===== config.mk =====
export PLATFORM = sky130hd
export DESIGN_NAME = output_fault_limit_response
export DESIGN_NICKNAME = d
export VERILOG_FILES = /design/src/hdl/pin_filter.v /design/src/hdl/output_fault_limit_response.v
export VERILOG_INCLUDE_DIRS = /design/src /design/src/pkg
export SDC_FILE = /design/constraint.sdc
export NUM_CORES = 1
export LEC_CHECK = 0
export ABC_CLOCK_PERIOD_IN_PS = 9100
export BUFFER_PORTS_ARGS = -buffer_cell sky130_fd_sc_hd__buf_2
export CORE_ASPECT_RATIO = 1.75
export CORE_UTILIZATION = 53
export CTS_CLUSTER_DIAMETER = 40
export CTS_CLUSTER_SIZE = 12
export DETAILED_ROUTE_END_ITERATION = 10
export MAX_ROUTING_LAYER = met4
export PLACE_DENSITY = 0.77
export SYNTH_ARGS = -nofsm -noshare
export SYNTH_HDL_FRONTEND = slang
export SYNTH_SLANG_ARGS = --single-unit

===== constraint.sdc =====
create_clock -name CORE_CLK -period 9.1 [get_ports CORE_CLK]
set_clock_uncertainty 0.1 [all_clocks]
set_input_delay 1.82 -clock CORE_CLK [delete_from_list [all_inputs] [get_ports CORE_CLK]]
set_output_delay 1.82 -clock CORE_CLK [all_outputs]
set_load 0.05 [all_outputs]

===== src/pkg/fault_limit_map.vh =====
// command codes, field positions, reset values and timing for the fault supervisor
`ifndef FAULT_LIMIT_MAP_VH
`define FAULT_LIMIT_MAP_VH

`define CMD_UV_THRESHOLD   8'h44
`define CMD_UV_REACTION    8'h45
`define CMD_OC_THRESHOLD   8'h46
`define CMD_UC_THRESHOLD   8'h4b
`define CMD_OT_THRESHOLD   8'h4f

`define REACT_MODE_HI      7
`define REACT_MODE_LO      6
`define REACT_RETRY_HI     5
`define REACT_RETRY_LO     3
`define REACT_TIME_HI      2
`define REACT_TIME_LO      0

`define MODE_DISABLE_RETRY 2'h2
`define RETRY_NEVER        3'h0
`define RETRY_FOREVER      3'h7

`define UV_REACTION_RST    8'h80
`define UV_THRESHOLD_RST   16'h0000
`define OC_THRESHOLD_RST   16'hffff
`define UC_THRESHOLD_RST   16'h0000
`define OT_THRESHOLD_RST   16'hffff

`define STAT_UV            0
`define STAT_OC            1
`define STAT_UC            2
`define STAT_OT            3

`define BUS_ADDR_DEFAULT   7'h2a
`define RETRY_STEP_MS      35
`define CORE_CLK_KHZ       250000

`endif


===== src/hdl/pin_filter.v =====
// three-stage pin synchroniser with agreement filter for the bus pins
`timescale 1ns/1ps
module pin_filter
(
  input  wire       CORE_CLK,
  input  wire       RST,
  input  wire [1:0] PIN_IN,
  output reg  [1:0] PIN_CLEAN
);

  reg [1:0] stage1;
  reg [1:0] stage2;
  reg [1:0] stage3;

  genvar i;
  generate
    for (i = 0; i < 2; i = i + 1)
    begin : g_pin
      // idle bus level is high, so reset to high
      always @(posedge CORE_CLK)
      begin
        if (RST)
        begin
          stage1[i]    <= 1'b1;
          stage2[i]    <= 1'b1;
          stage3[i]    <= 1'b1;
          PIN_CLEAN[i] <= 1'b1;
        end
        else
        begin
          stage1[i] <= PIN_IN[i];
          stage2[i] <= stage1[i];
          stage3[i] <= stage2[i];
          // only stages two and three vote, stage one feeds stage two alone
          if (stage2[i] == stage3[i])
            PIN_CLEAN[i] <= stage3[i];
        end
      end
    end
  endgenerate

endmodule // pin_filter


===== src/hdl/output_fault_limit_response.v =====
// fault supervisor with bus command registers for a point-of-load regulator
`timescale 1ns/1ps
`include "fault_limit_map.vh"
module output_fault_limit_response
#(
  parameter [6:0]  BUS_ADDR          = `BUS_ADDR_DEFAULT,
  parameter [31:0] RETRY_STEP_CYCLES = `RETRY_STEP_MS * `CORE_CLK_KHZ
)
(
  input  wire        CORE_CLK,
  input  wire        RST,
  input  wire        BUS_CLK,
  input  wire        BUS_DATA_IN,
  output wire        BUS_DATA_OUT,
  output reg         BUS_DATA_OE,
  input  wire        OUTPUT_ON_CMD,
  input  wire        FAULT_CLEAR,
  input  wire        RAMP_DONE,
  input  wire [15:0] VOUT_SENSE,
  input  wire [15:0] PHASE_A_PEAK,
  input  wire [15:0] PHASE_B_PEAK,
  input  wire [15:0] TEMPERATURE,
  output wire        OUTPUT_ENABLE,
  output reg         OUTPUT_GOOD_INDICATION,
  output reg         ALERT_LINE_N,
  output reg  [3:0]  FAULT_STATUS
);

  localparam [5:0] B_IDLE   = 6'b000001;
  localparam [5:0] B_ADDR   = 6'b000010;
  localparam [5:0] B_CMD    = 6'b000100;
  localparam [5:0] B_WDATA  = 6'b001000;
  localparam [5:0] B_RDATA  = 6'b010000;
  localparam [5:0] B_IGNORE = 6'b100000;

  localparam [3:0] ST_OFF   = 4'b0001;
  localparam [3:0] ST_RUN   = 4'b0010;
  localparam [3:0] ST_WAIT  = 4'b0100;
  localparam [3:0] ST_LATCH = 4'b1000;

  wire [1:0]  pins_clean;
  reg         scl_prev;
  reg         sda_prev;
  reg  [5:0]  bus_state;
  reg  [3:0]  bit_cnt;
  reg  [7:0]  shift;
  reg  [7:0]  cmd;
  reg  [7:0]  low_byte;
  reg         byte_idx;
  reg  [7:0]  uv_reaction;
  reg  [15:0] uv_threshold;
  reg  [15:0] oc_threshold;
  reg  [15:0] uc_threshold;
  reg  [15:0] ot_threshold;
  reg  [3:0]  state;
  reg  [2:0]  attempts;
  reg  [2:0]  steps_left;
  reg  [31:0] step_cnt;
  wire        scl;
  wire        sda;
  wire        scl_rise;
  wire        scl_fall;
  wire        start_seen;
  wire        stop_seen;
  wire [15:0] rd_word;
  wire [7:0]  tx_byte;
  wire [1:0]  react_mode;
  wire [2:0]  retry_count;
  wire [2:0]  retry_time;
  wire        uv_event;
  wire        oc_event;
  wire        uc_event;
  wire        ot_event;
  wire        other_fault;
  wire [3:0]  next_status;

  // 0 unknown, 1 byte, 2 word
  function [1:0] cmd_width;
    input [7:0] code;
    begin
      if (code == `CMD_UV_REACTION)
        cmd_width = 2'd1;
      else if (code == `CMD_UV_THRESHOLD || code == `CMD_OC_THRESHOLD)
        cmd_width = 2'd2;
      else if (code == `CMD_UC_THRESHOLD || code == `CMD_OT_THRESHOLD)
        cmd_width = 2'd2;
      else
        cmd_width = 2'd0;
    end
  endfunction

  function [15:0] read_word;
    input [7:0] code;
    begin
      if (code == `CMD_UV_REACTION)
        read_word = {8'hff, uv_reaction};
      else if (code == `CMD_UV_THRESHOLD)
        read_word = uv_threshold;
      else if (code == `CMD_OC_THRESHOLD)
        read_word = oc_threshold;
      else if (code == `CMD_UC_THRESHOLD)
        read_word = uc_threshold;
      else if (code == `CMD_OT_THRESHOLD)
        read_word = ot_threshold;
      else
        read_word = 16'hffff;
    end
  endfunction

  pin_filter u_pin_filter
  (
    .CORE_CLK  (CORE_CLK),
    .RST       (RST),
    .PIN_IN    ({BUS_CLK, BUS_DATA_IN}),
    .PIN_CLEAN (pins_clean)
  );

  assign scl          = pins_clean[1];
  assign sda          = pins_clean[0];
  assign scl_rise     = scl & ~scl_prev;
  assign scl_fall     = ~scl & scl_prev;
  assign start_seen   = scl & scl_prev & sda_prev & ~sda;
  assign stop_seen    = scl & scl_prev & ~sda_prev & sda;
  // open drain: only ever pulls low
  assign BUS_DATA_OUT = 1'b0;
  // byte past the one-byte register reads as all ones, a word register wraps back to its low byte
  assign rd_word      = read_word(cmd);
  assign tx_byte      = byte_idx ? rd_word[15:8] : rd_word[7:0];

  always @(posedge CORE_CLK)
  begin
    if (RST)
    begin
      scl_prev     <= 1'b1;
      sda_prev     <= 1'b1;
      bus_state    <= B_IDLE;
      bit_cnt      <= 4'h0;
      shift        <= 8'h00;
      cmd          <= 8'h00;
      low_byte     <= 8'h00;
      byte_idx     <= 1'b0;
      BUS_DATA_OE  <= 1'b0;
      uv_reaction  <= `UV_REACTION_RST;
      uv_threshold <= `UV_THRESHOLD_RST;
      oc_threshold <= `OC_THRESHOLD_RST;
      uc_threshold <= `UC_THRESHOLD_RST;
      ot_threshold <= `OT_THRESHOLD_RST;
    end
    else
    begin
      scl_prev <= scl;
      sda_prev <= sda;
      if (start_seen)
      begin
        bus_state   <= B_ADDR;
        bit_cnt     <= 4'h0;
        BUS_DATA_OE <= 1'b0;
      end
      else if (stop_seen)
      begin
        bus_state   <= B_IDLE;
        bit_cnt     <= 4'h0;
        BUS_DATA_OE <= 1'b0;
      end
      else if (scl_rise && bus_state != B_IDLE)
      begin
        if (bit_cnt != 4'h8)
        begin
          shift   <= {shift[6:0], sda};
          bit_cnt <= bit_cnt + 4'h1;
        end
        else
        begin
          bit_cnt <= 4'h0;
          if (bus_state == B_RDATA)
          begin
            // host not-acknowledge ends the read
            if (sda)
              bus_state <= B_IGNORE;
            else
              byte_idx <= ~byte_idx;
          end
        end
      end
      else if (scl_fall && bus_state != B_IDLE)
      begin
        BUS_DATA_OE <= 1'b0;
        if (bit_cnt == 4'h8)
        begin
          case (bus_state)
            B_ADDR:
            begin
              byte_idx <= shift[0]; // read: address ack rise flips it to low byte
              if (shift[7:1] == BUS_ADDR)
              begin
                BUS_DATA_OE <= 1'b1;
                bus_state   <= shift[0] ? B_RDATA : B_CMD;
              end
              else
                bus_state <= B_IGNORE;
            end
            B_CMD:
            begin
              cmd <= shift;
              if (cmd_width(shift) != 2'd0)
              begin
                BUS_DATA_OE <= 1'b1;
                bus_state   <= B_WDATA;
              end
              else
                bus_state <= B_IGNORE;
            end
            B_WDATA:
            begin
              byte_idx <= 1'b1;
              if (!byte_idx)
              begin
                BUS_DATA_OE <= 1'b1;
                low_byte    <= shift;
                if (cmd_width(cmd) == 2'd1)
                  uv_reaction <= shift;
              end
              else if (cmd_width(cmd) == 2'd2)
              begin
                BUS_DATA_OE <= 1'b1;
                // word commits whole on the high byte, low byte held until then
                if (cmd == `CMD_UV_THRESHOLD)
                  uv_threshold <= {shift, low_byte};
                else if (cmd == `CMD_OC_THRESHOLD)
                  oc_threshold <= {shift, low_byte};
                else if (cmd == `CMD_UC_THRESHOLD)
                  uc_threshold <= {shift, low_byte};
                else
                  ot_threshold <= {shift, low_byte};
              end
            end
            default:
            begin
            end
          endcase
        end
        else if (bus_state == B_RDATA)
          BUS_DATA_OE <= ~tx_byte[3'd7 - bit_cnt[2:0]];
      end
    end
  end

  assign react_mode  = uv_reaction[`REACT_MODE_HI:`REACT_MODE_LO];
  assign retry_count = uv_reaction[`REACT_RETRY_HI:`REACT_RETRY_LO];
  assign retry_time  = uv_reaction[`REACT_TIME_HI:`REACT_TIME_LO];
  // voltage and under-current checks are blanked while the output ramps
  assign uv_event    = (state == ST_RUN) & RAMP_DONE & (VOUT_SENSE < uv_threshold);
  assign oc_event    = (state == ST_RUN) & ((PHASE_A_PEAK > oc_threshold) |
                       (PHASE_B_PEAK > oc_threshold));
  assign uc_event    = (state == ST_RUN) & RAMP_DONE & ((PHASE_A_PEAK < uc_threshold) |
                       (PHASE_B_PEAK < uc_threshold));
  assign ot_event    = TEMPERATURE > ot_threshold;
  assign other_fault = oc_event | uc_event | ot_event;
  // a new event beats a clear in the same cycle
  assign next_status = (FAULT_STATUS & ~{4{FAULT_CLEAR}}) |
                       {ot_event, uc_event, oc_event, uv_event};
  assign OUTPUT_ENABLE = state[1];

  always @(posedge CORE_CLK)
  begin
    if (RST)
    begin
      state                  <= ST_OFF;
      attempts               <= 3'h0;
      steps_left             <= 3'h0;
      step_cnt               <= 32'h0;
      FAULT_STATUS           <= 4'h0;
      ALERT_LINE_N           <= 1'b1;
      OUTPUT_GOOD_INDICATION <= 1'b0;
    end
    else
    begin
      FAULT_STATUS <= next_status;
      ALERT_LINE_N <= ~(|next_status);
      OUTPUT_GOOD_INDICATION <= (state == ST_RUN) & RAMP_DONE &
                                (VOUT_SENSE >= uv_threshold);
      case (state)
        ST_OFF:
        begin
          attempts <= 3'h0;
          if (OUTPUT_ON_CMD && !ot_event)
            state <= ST_RUN;
        end
        ST_RUN:
        begin
          if (!OUTPUT_ON_CMD)
            state <= ST_OFF;
          else if (other_fault)
            state <= ST_LATCH;
          else if (uv_event && react_mode == `MODE_DISABLE_RETRY)
          begin
            // output drops on the very next edge, no delay
            if (retry_count == `RETRY_NEVER)
              state <= ST_LATCH;
            else if (retry_count == `RETRY_FOREVER || attempts < retry_count)
            begin
              state      <= ST_WAIT;
              steps_left <= retry_time;
              step_cnt   <= 32'h0;
            end
            else
              state <= ST_LATCH;
          end
          else if (RAMP_DONE)
            attempts <= 3'h0;
        end
        ST_WAIT:
        begin
          if (!OUTPUT_ON_CMD)
            state <= ST_OFF;
          else if (ot_event)
            state <= ST_LATCH;
          else if (step_cnt == RETRY_STEP_CYCLES - 32'h1)
          begin
            step_cnt <= 32'h0;
            if (steps_left == 3'h0)
            begin
              state <= ST_RUN;
              if (retry_count != `RETRY_FOREVER)
                attempts <= attempts + 3'h1;
            end
            else
              steps_left <= steps_left - 3'h1;
          end
          else
            step_cnt <= step_cnt + 32'h1;
        end
        ST_LATCH:
        begin
          if (!OUTPUT_ON_CMD || FAULT_CLEAR)
            state <= ST_OFF;
        end
        default:
          state <= ST_OFF;
      endcase
    end
  end

endmodule // output_fault_limit_response


==> results.md <==
- Flip-flop cell with the highest count after synthesis: sky130_fd_sc_hd__dfxtp_1
- Max-slew violation total from the final report: 0
- Via count: ~9500
- Clock latency on the worst-skew pair: around 430 ps
- CTS resizes: 0
- Distinct cells, synth: 74
- Reg2Reg Depth: 10
- Pwr per Cell Area: about 140 mW/mm^2
- DRC Markers: 0
- Sequential share of the synthesized area: 0.328
- Grt ovf: 0
- Die outline area: between 0.015 and 0.02 sq mm
- Inserted Clock Buffers: 17
- Cells along the critical path: buf_2 -> ha_1 -> a2111oi_0 -> o21ai_0 -> a221oi_1 -> a211o_1 -> nand4_1 -> nor3_1 -> o21a_1 -> a311oi_1
- Int Pwr: 1170 uW
- H-tree depth: 4
- Sequential group share of total power: 0.476
- Highest net fanout along the worst path: 32
- Crit path launch type: input pin
- Total negative slack for setup checks: 0 ps
- Instance count of the mapped netlist: ~1300
- Remaining antenna violation count: 0
- Iteration-0 DRC Markers: 520
- Highest clock rate: around 200 MHz
- Clock tree root driver cell: sky130_fd_sc_hd__clkbuf_16
- Area of all sequential standard cells: between 0.003 and 0.004 sq mm
- Number of buffer and inverter instances along the worst setup path: 1
- Relative contribution of the clock network to total power: 0.465
- Multi-input gate area: around 0.0062 sq mm
- Leakage power: between 0.004 and 0.005 uW
- Post-CTS clock slew at the launch and capture registers of the worst setup and hold paths: ~70 ps
- Final min period: 4880 ps
- Share of synthesized flip-flops with an asynchronous set or reset: 0
- Synthesized area per cell: approximately 8.0 sq um
- Post-Route WL: 28700 um
- Category of the worst setup path capture point: flop
- Non-filler instance count after layout: around 1600
- Core area: between 0.015 and 0.02 sq mm
- Total of fill cells in the finished design: 1706
- DP Wirelength: 21800 um
- EDFF count, synth: 0
- # diodes: 0
- Die boundary height: between 150 and 200 um
- Routed length per instance: between 15 and 20 um
- Hold-critical path depth: 1
- Number of cells in the design after placement: 1534
- Number of iterations in the first detailed-routing pass: 6
- Synth-to-layout area growth: 10.7%
- Post-CTS setup-driven buffer insertion count: 0
- Fraction of post-synthesis cell area in the top cell type by area: 0.328
- Hold EP: u_pin_filter.stage2[0]
- Total Nets Final: ~1500
- Worst hold path class: reg2reg
- Top Ports: 80
- Worst setup slack for register-to-register paths: roughly 5300 ps
- Sw power: 366 uW
- Max-slew headroom at the worst pin: 0.226
- Global-route wire length before repair: between 40000 and 50000 um
- Number of maximum-capacitance violations: 0
- Die boundary width: 107 um
- Critical Path Max Stage Delay: 940 ps
- Cts hold-fix bufs: 0
- Hold violation count in the final report: 0
- Endpoint of the most critical register-to-register path: step_cnt[16]
- IO buf count: between 70 and 80
- RSZ-0062 raised after global routing: no
- Global-route usage over all layers: 0.307
- Highest ir drop seen on vdd: about 0.00012 V
- Combinational fraction of design power: 0.059
- Hold_sp: u_pin_filter.stage1[0]
- #FFs+latches synth: about 170
- Most frequently used cell type in the post-synthesis netlist: sky130_fd_sc_hd__nand2_1
- Fraction of final layout cells with drive strength greater than 1: 0.108
- Vias per Instance: 6.10
- Global placer's final weighted congestion: between 1 and 1.5
- Clock tree from TritonCTS: built
- Largest net degree at the start of global routing: 78
- Path type of the worst setup path: in2reg
- Buffer levels on the longest clock path: 2
- Critical-path top delay cell: sky130_fd_sc_hd__o21a_1
- Commonest cells in the synthesized netlist: 171 x sky130_fd_sc_hd__nand2_1, 166 x sky130_fd_sc_hd__dfxtp_1, 124 x sky130_fd_sc_hd__nor2_1
- CP delay by family, top: compound AO/OA/AOI/OAI gates
- Netlist area before placement: between 0.01 and 0.015 sq mm
- Largest area contributor in the synthesized netlist: sky130_fd_sc_hd__dfxtp_1
- Status: finished clean
- Arrival time at the worst endpoint: around 5000 ps
- Std cell rows: 66
- Critical Path RT: 9260 ps
- Total nets after synthesis: around 1400
- Starting Density: 0.543
- Overall power: ~1500 uW
- Synth area leaders: sky130_fd_sc_hd__dfxtp_1 33%, sky130_fd_sc_hd__ha_1 13%, sky130_fd_sc_hd__nand2_1 6.3%
- Antenna violations before repair: 0
- Switching Share: 0.239
- Number of clock sinks: about 170
- Transition time of the tightest slew-check pin: between 1000 and 1500 ps
- Share of the cycle needed by the critical path after routing: 0.536
- Crit Reg-Reg Startpoint: oc_threshold[11]
- Yosys warning count: 0
- Vias in the first global route: approximately 9000
- Final setup violation count: 0
[kinds of logic (layout without fill, tap and decap cells)]
kind of cell	count (synthesis)	in the layout	synth area share
buffers and inverters	152	206	0.0586
flip-flops	166	166	0.328
AO/OA/AOI/OAI	325	325	0.210
adder cells (fa/ha/maj)	102	102	0.126
XOR/XNOR	3	3	0.00259
AND/OR/NAND/NOR	479	479	0.229
other	1	1	0.000370
multiplexers	46	46	0.0455
[area by class of cell]
cell class,count,area share
inverters,89,0.0298
repair buffers,85,0.0397
flip-flops and latches,166,0.296
well taps,238,0.0265
clock buffers,21,0.0419
clock inverters,11,0.0103
multi-input cells,956,0.556
[power groups by stage]
stage / logic [uW] / registers [uW] / clock network (uW)
floorplan: 52.9 / 748 / 0
global placement: 87.9 / 747 / 0
detailed placement: 89.6 / 747 / 0
CTS: 89.9 / 731 / 718
global route: 101 / 730 / 752
finish: 90.5 / 731 / 714
[layout by cell type (no fill, tap or decap), types with 5 or more instances in the layout]
master and count:
sky130_fd_sc_hd__nand2_1 171, sky130_fd_sc_hd__dfxtp_1 166, sky130_fd_sc_hd__nor2_1 123, sky130_fd_sc_hd__a21oi_1 112
sky130_fd_sc_hd__ha_1 102, sky130_fd_sc_hd__inv_1 88, sky130_fd_sc_hd__buf_2 77, sky130_fd_sc_hd__mux2i_1 45
sky130_fd_sc_hd__o21ai_0 40, sky130_fd_sc_hd__o211ai_1 40, sky130_fd_sc_hd__nand3_1 33, sky130_fd_sc_hd__a311oi_1 27
sky130_fd_sc_hd__nand4_1 24, sky130_fd_sc_hd__nor3_1 23, sky130_fd_sc_hd__clkbuf_16 17, sky130_fd_sc_hd__nand2b_1 15
sky130_fd_sc_hd__a211oi_1 15, sky130_fd_sc_hd__o21a_1 14, sky130_fd_sc_hd__and3_1 12, sky130_fd_sc_hd__a31oi_1 11
sky130_fd_sc_hd__or3_1 11, sky130_fd_sc_hd__o22ai_1 11, sky130_fd_sc_hd__nor2b_1 10, sky130_fd_sc_hd__o221ai_1 8
sky130_fd_sc_hd__or2_2 8, sky130_fd_sc_hd__buf_4 8, sky130_fd_sc_hd__nor4_1 7, sky130_fd_sc_hd__nor4b_1 6
sky130_fd_sc_hd__a21o_1 5, sky130_fd_sc_hd__a211o_1 5
[routing by layer]
metal | track usage | vias to the layer above | routed length [um]
met2 | 0.535 | 335 | 14400
met3 | 0.0429 | 73 | 1590
met5 | - | - | 0
met1 | 0.341 | 4447 | 11400
li1 | - | 4693 | -
met4 | 0.155 | 0 | 1330
[metrics by stage]
step	util	hold WS, ps	area, sq um	setup slack, ps
after detailed placement	0.570	292	10600	3770
after global placement	0.570	294	10600	3890
after floorplan	-	289	10100	4930
final	0.601	306	11200	4220
after CTS	0.601	307	11200	4210
after global routing	0.601	316	11200	4020
[worst max path at each step]
stage                     cells after the start            to        startpoint  slack, ps
after detailed placement                     10  step_cnt[27]   PHASE_B_PEAK[2]       3770
after CTS                                    10  step_cnt[27]   PHASE_B_PEAK[2]       4210
final                                        10  step_cnt[16]  PHASE_A_PEAK[11]       4220
after global routing                         10  step_cnt[15]  PHASE_A_PEAK[11]       4020
after global placement                       10  step_cnt[14]   PHASE_B_PEAK[2]       3890
after floorplan                               9      state[3]  PHASE_A_PEAK[11]       4930
[registers in the layout, indices dropped and copies added, names as in the netlist, 2 cells and up]
| name | cells |
|---|---|
| step_cnt | 32 |
| oc_threshold | 16 |
| ot_threshold | 16 |
| uc_threshold | 16 |
| uv_threshold | 16 |
| cmd | 8 |
| low_byte | 8 |
| shift | 8 |
| uv_reaction | 8 |
| bus_state | 6 |
| FAULT_STATUS | 4 |
| bit_cnt | 4 |
| state | 4 |
| attempts | 3 |
| steps_left | 3 |
| u_pin_filter.PIN_CLEAN | 2 |
| u_pin_filter.stage1 | 2 |
| u_pin_filter.stage2 | 2 |
| u_pin_filter.stage3 | 2 |
No activity file was read; power rests on OpenSTA's default activity.
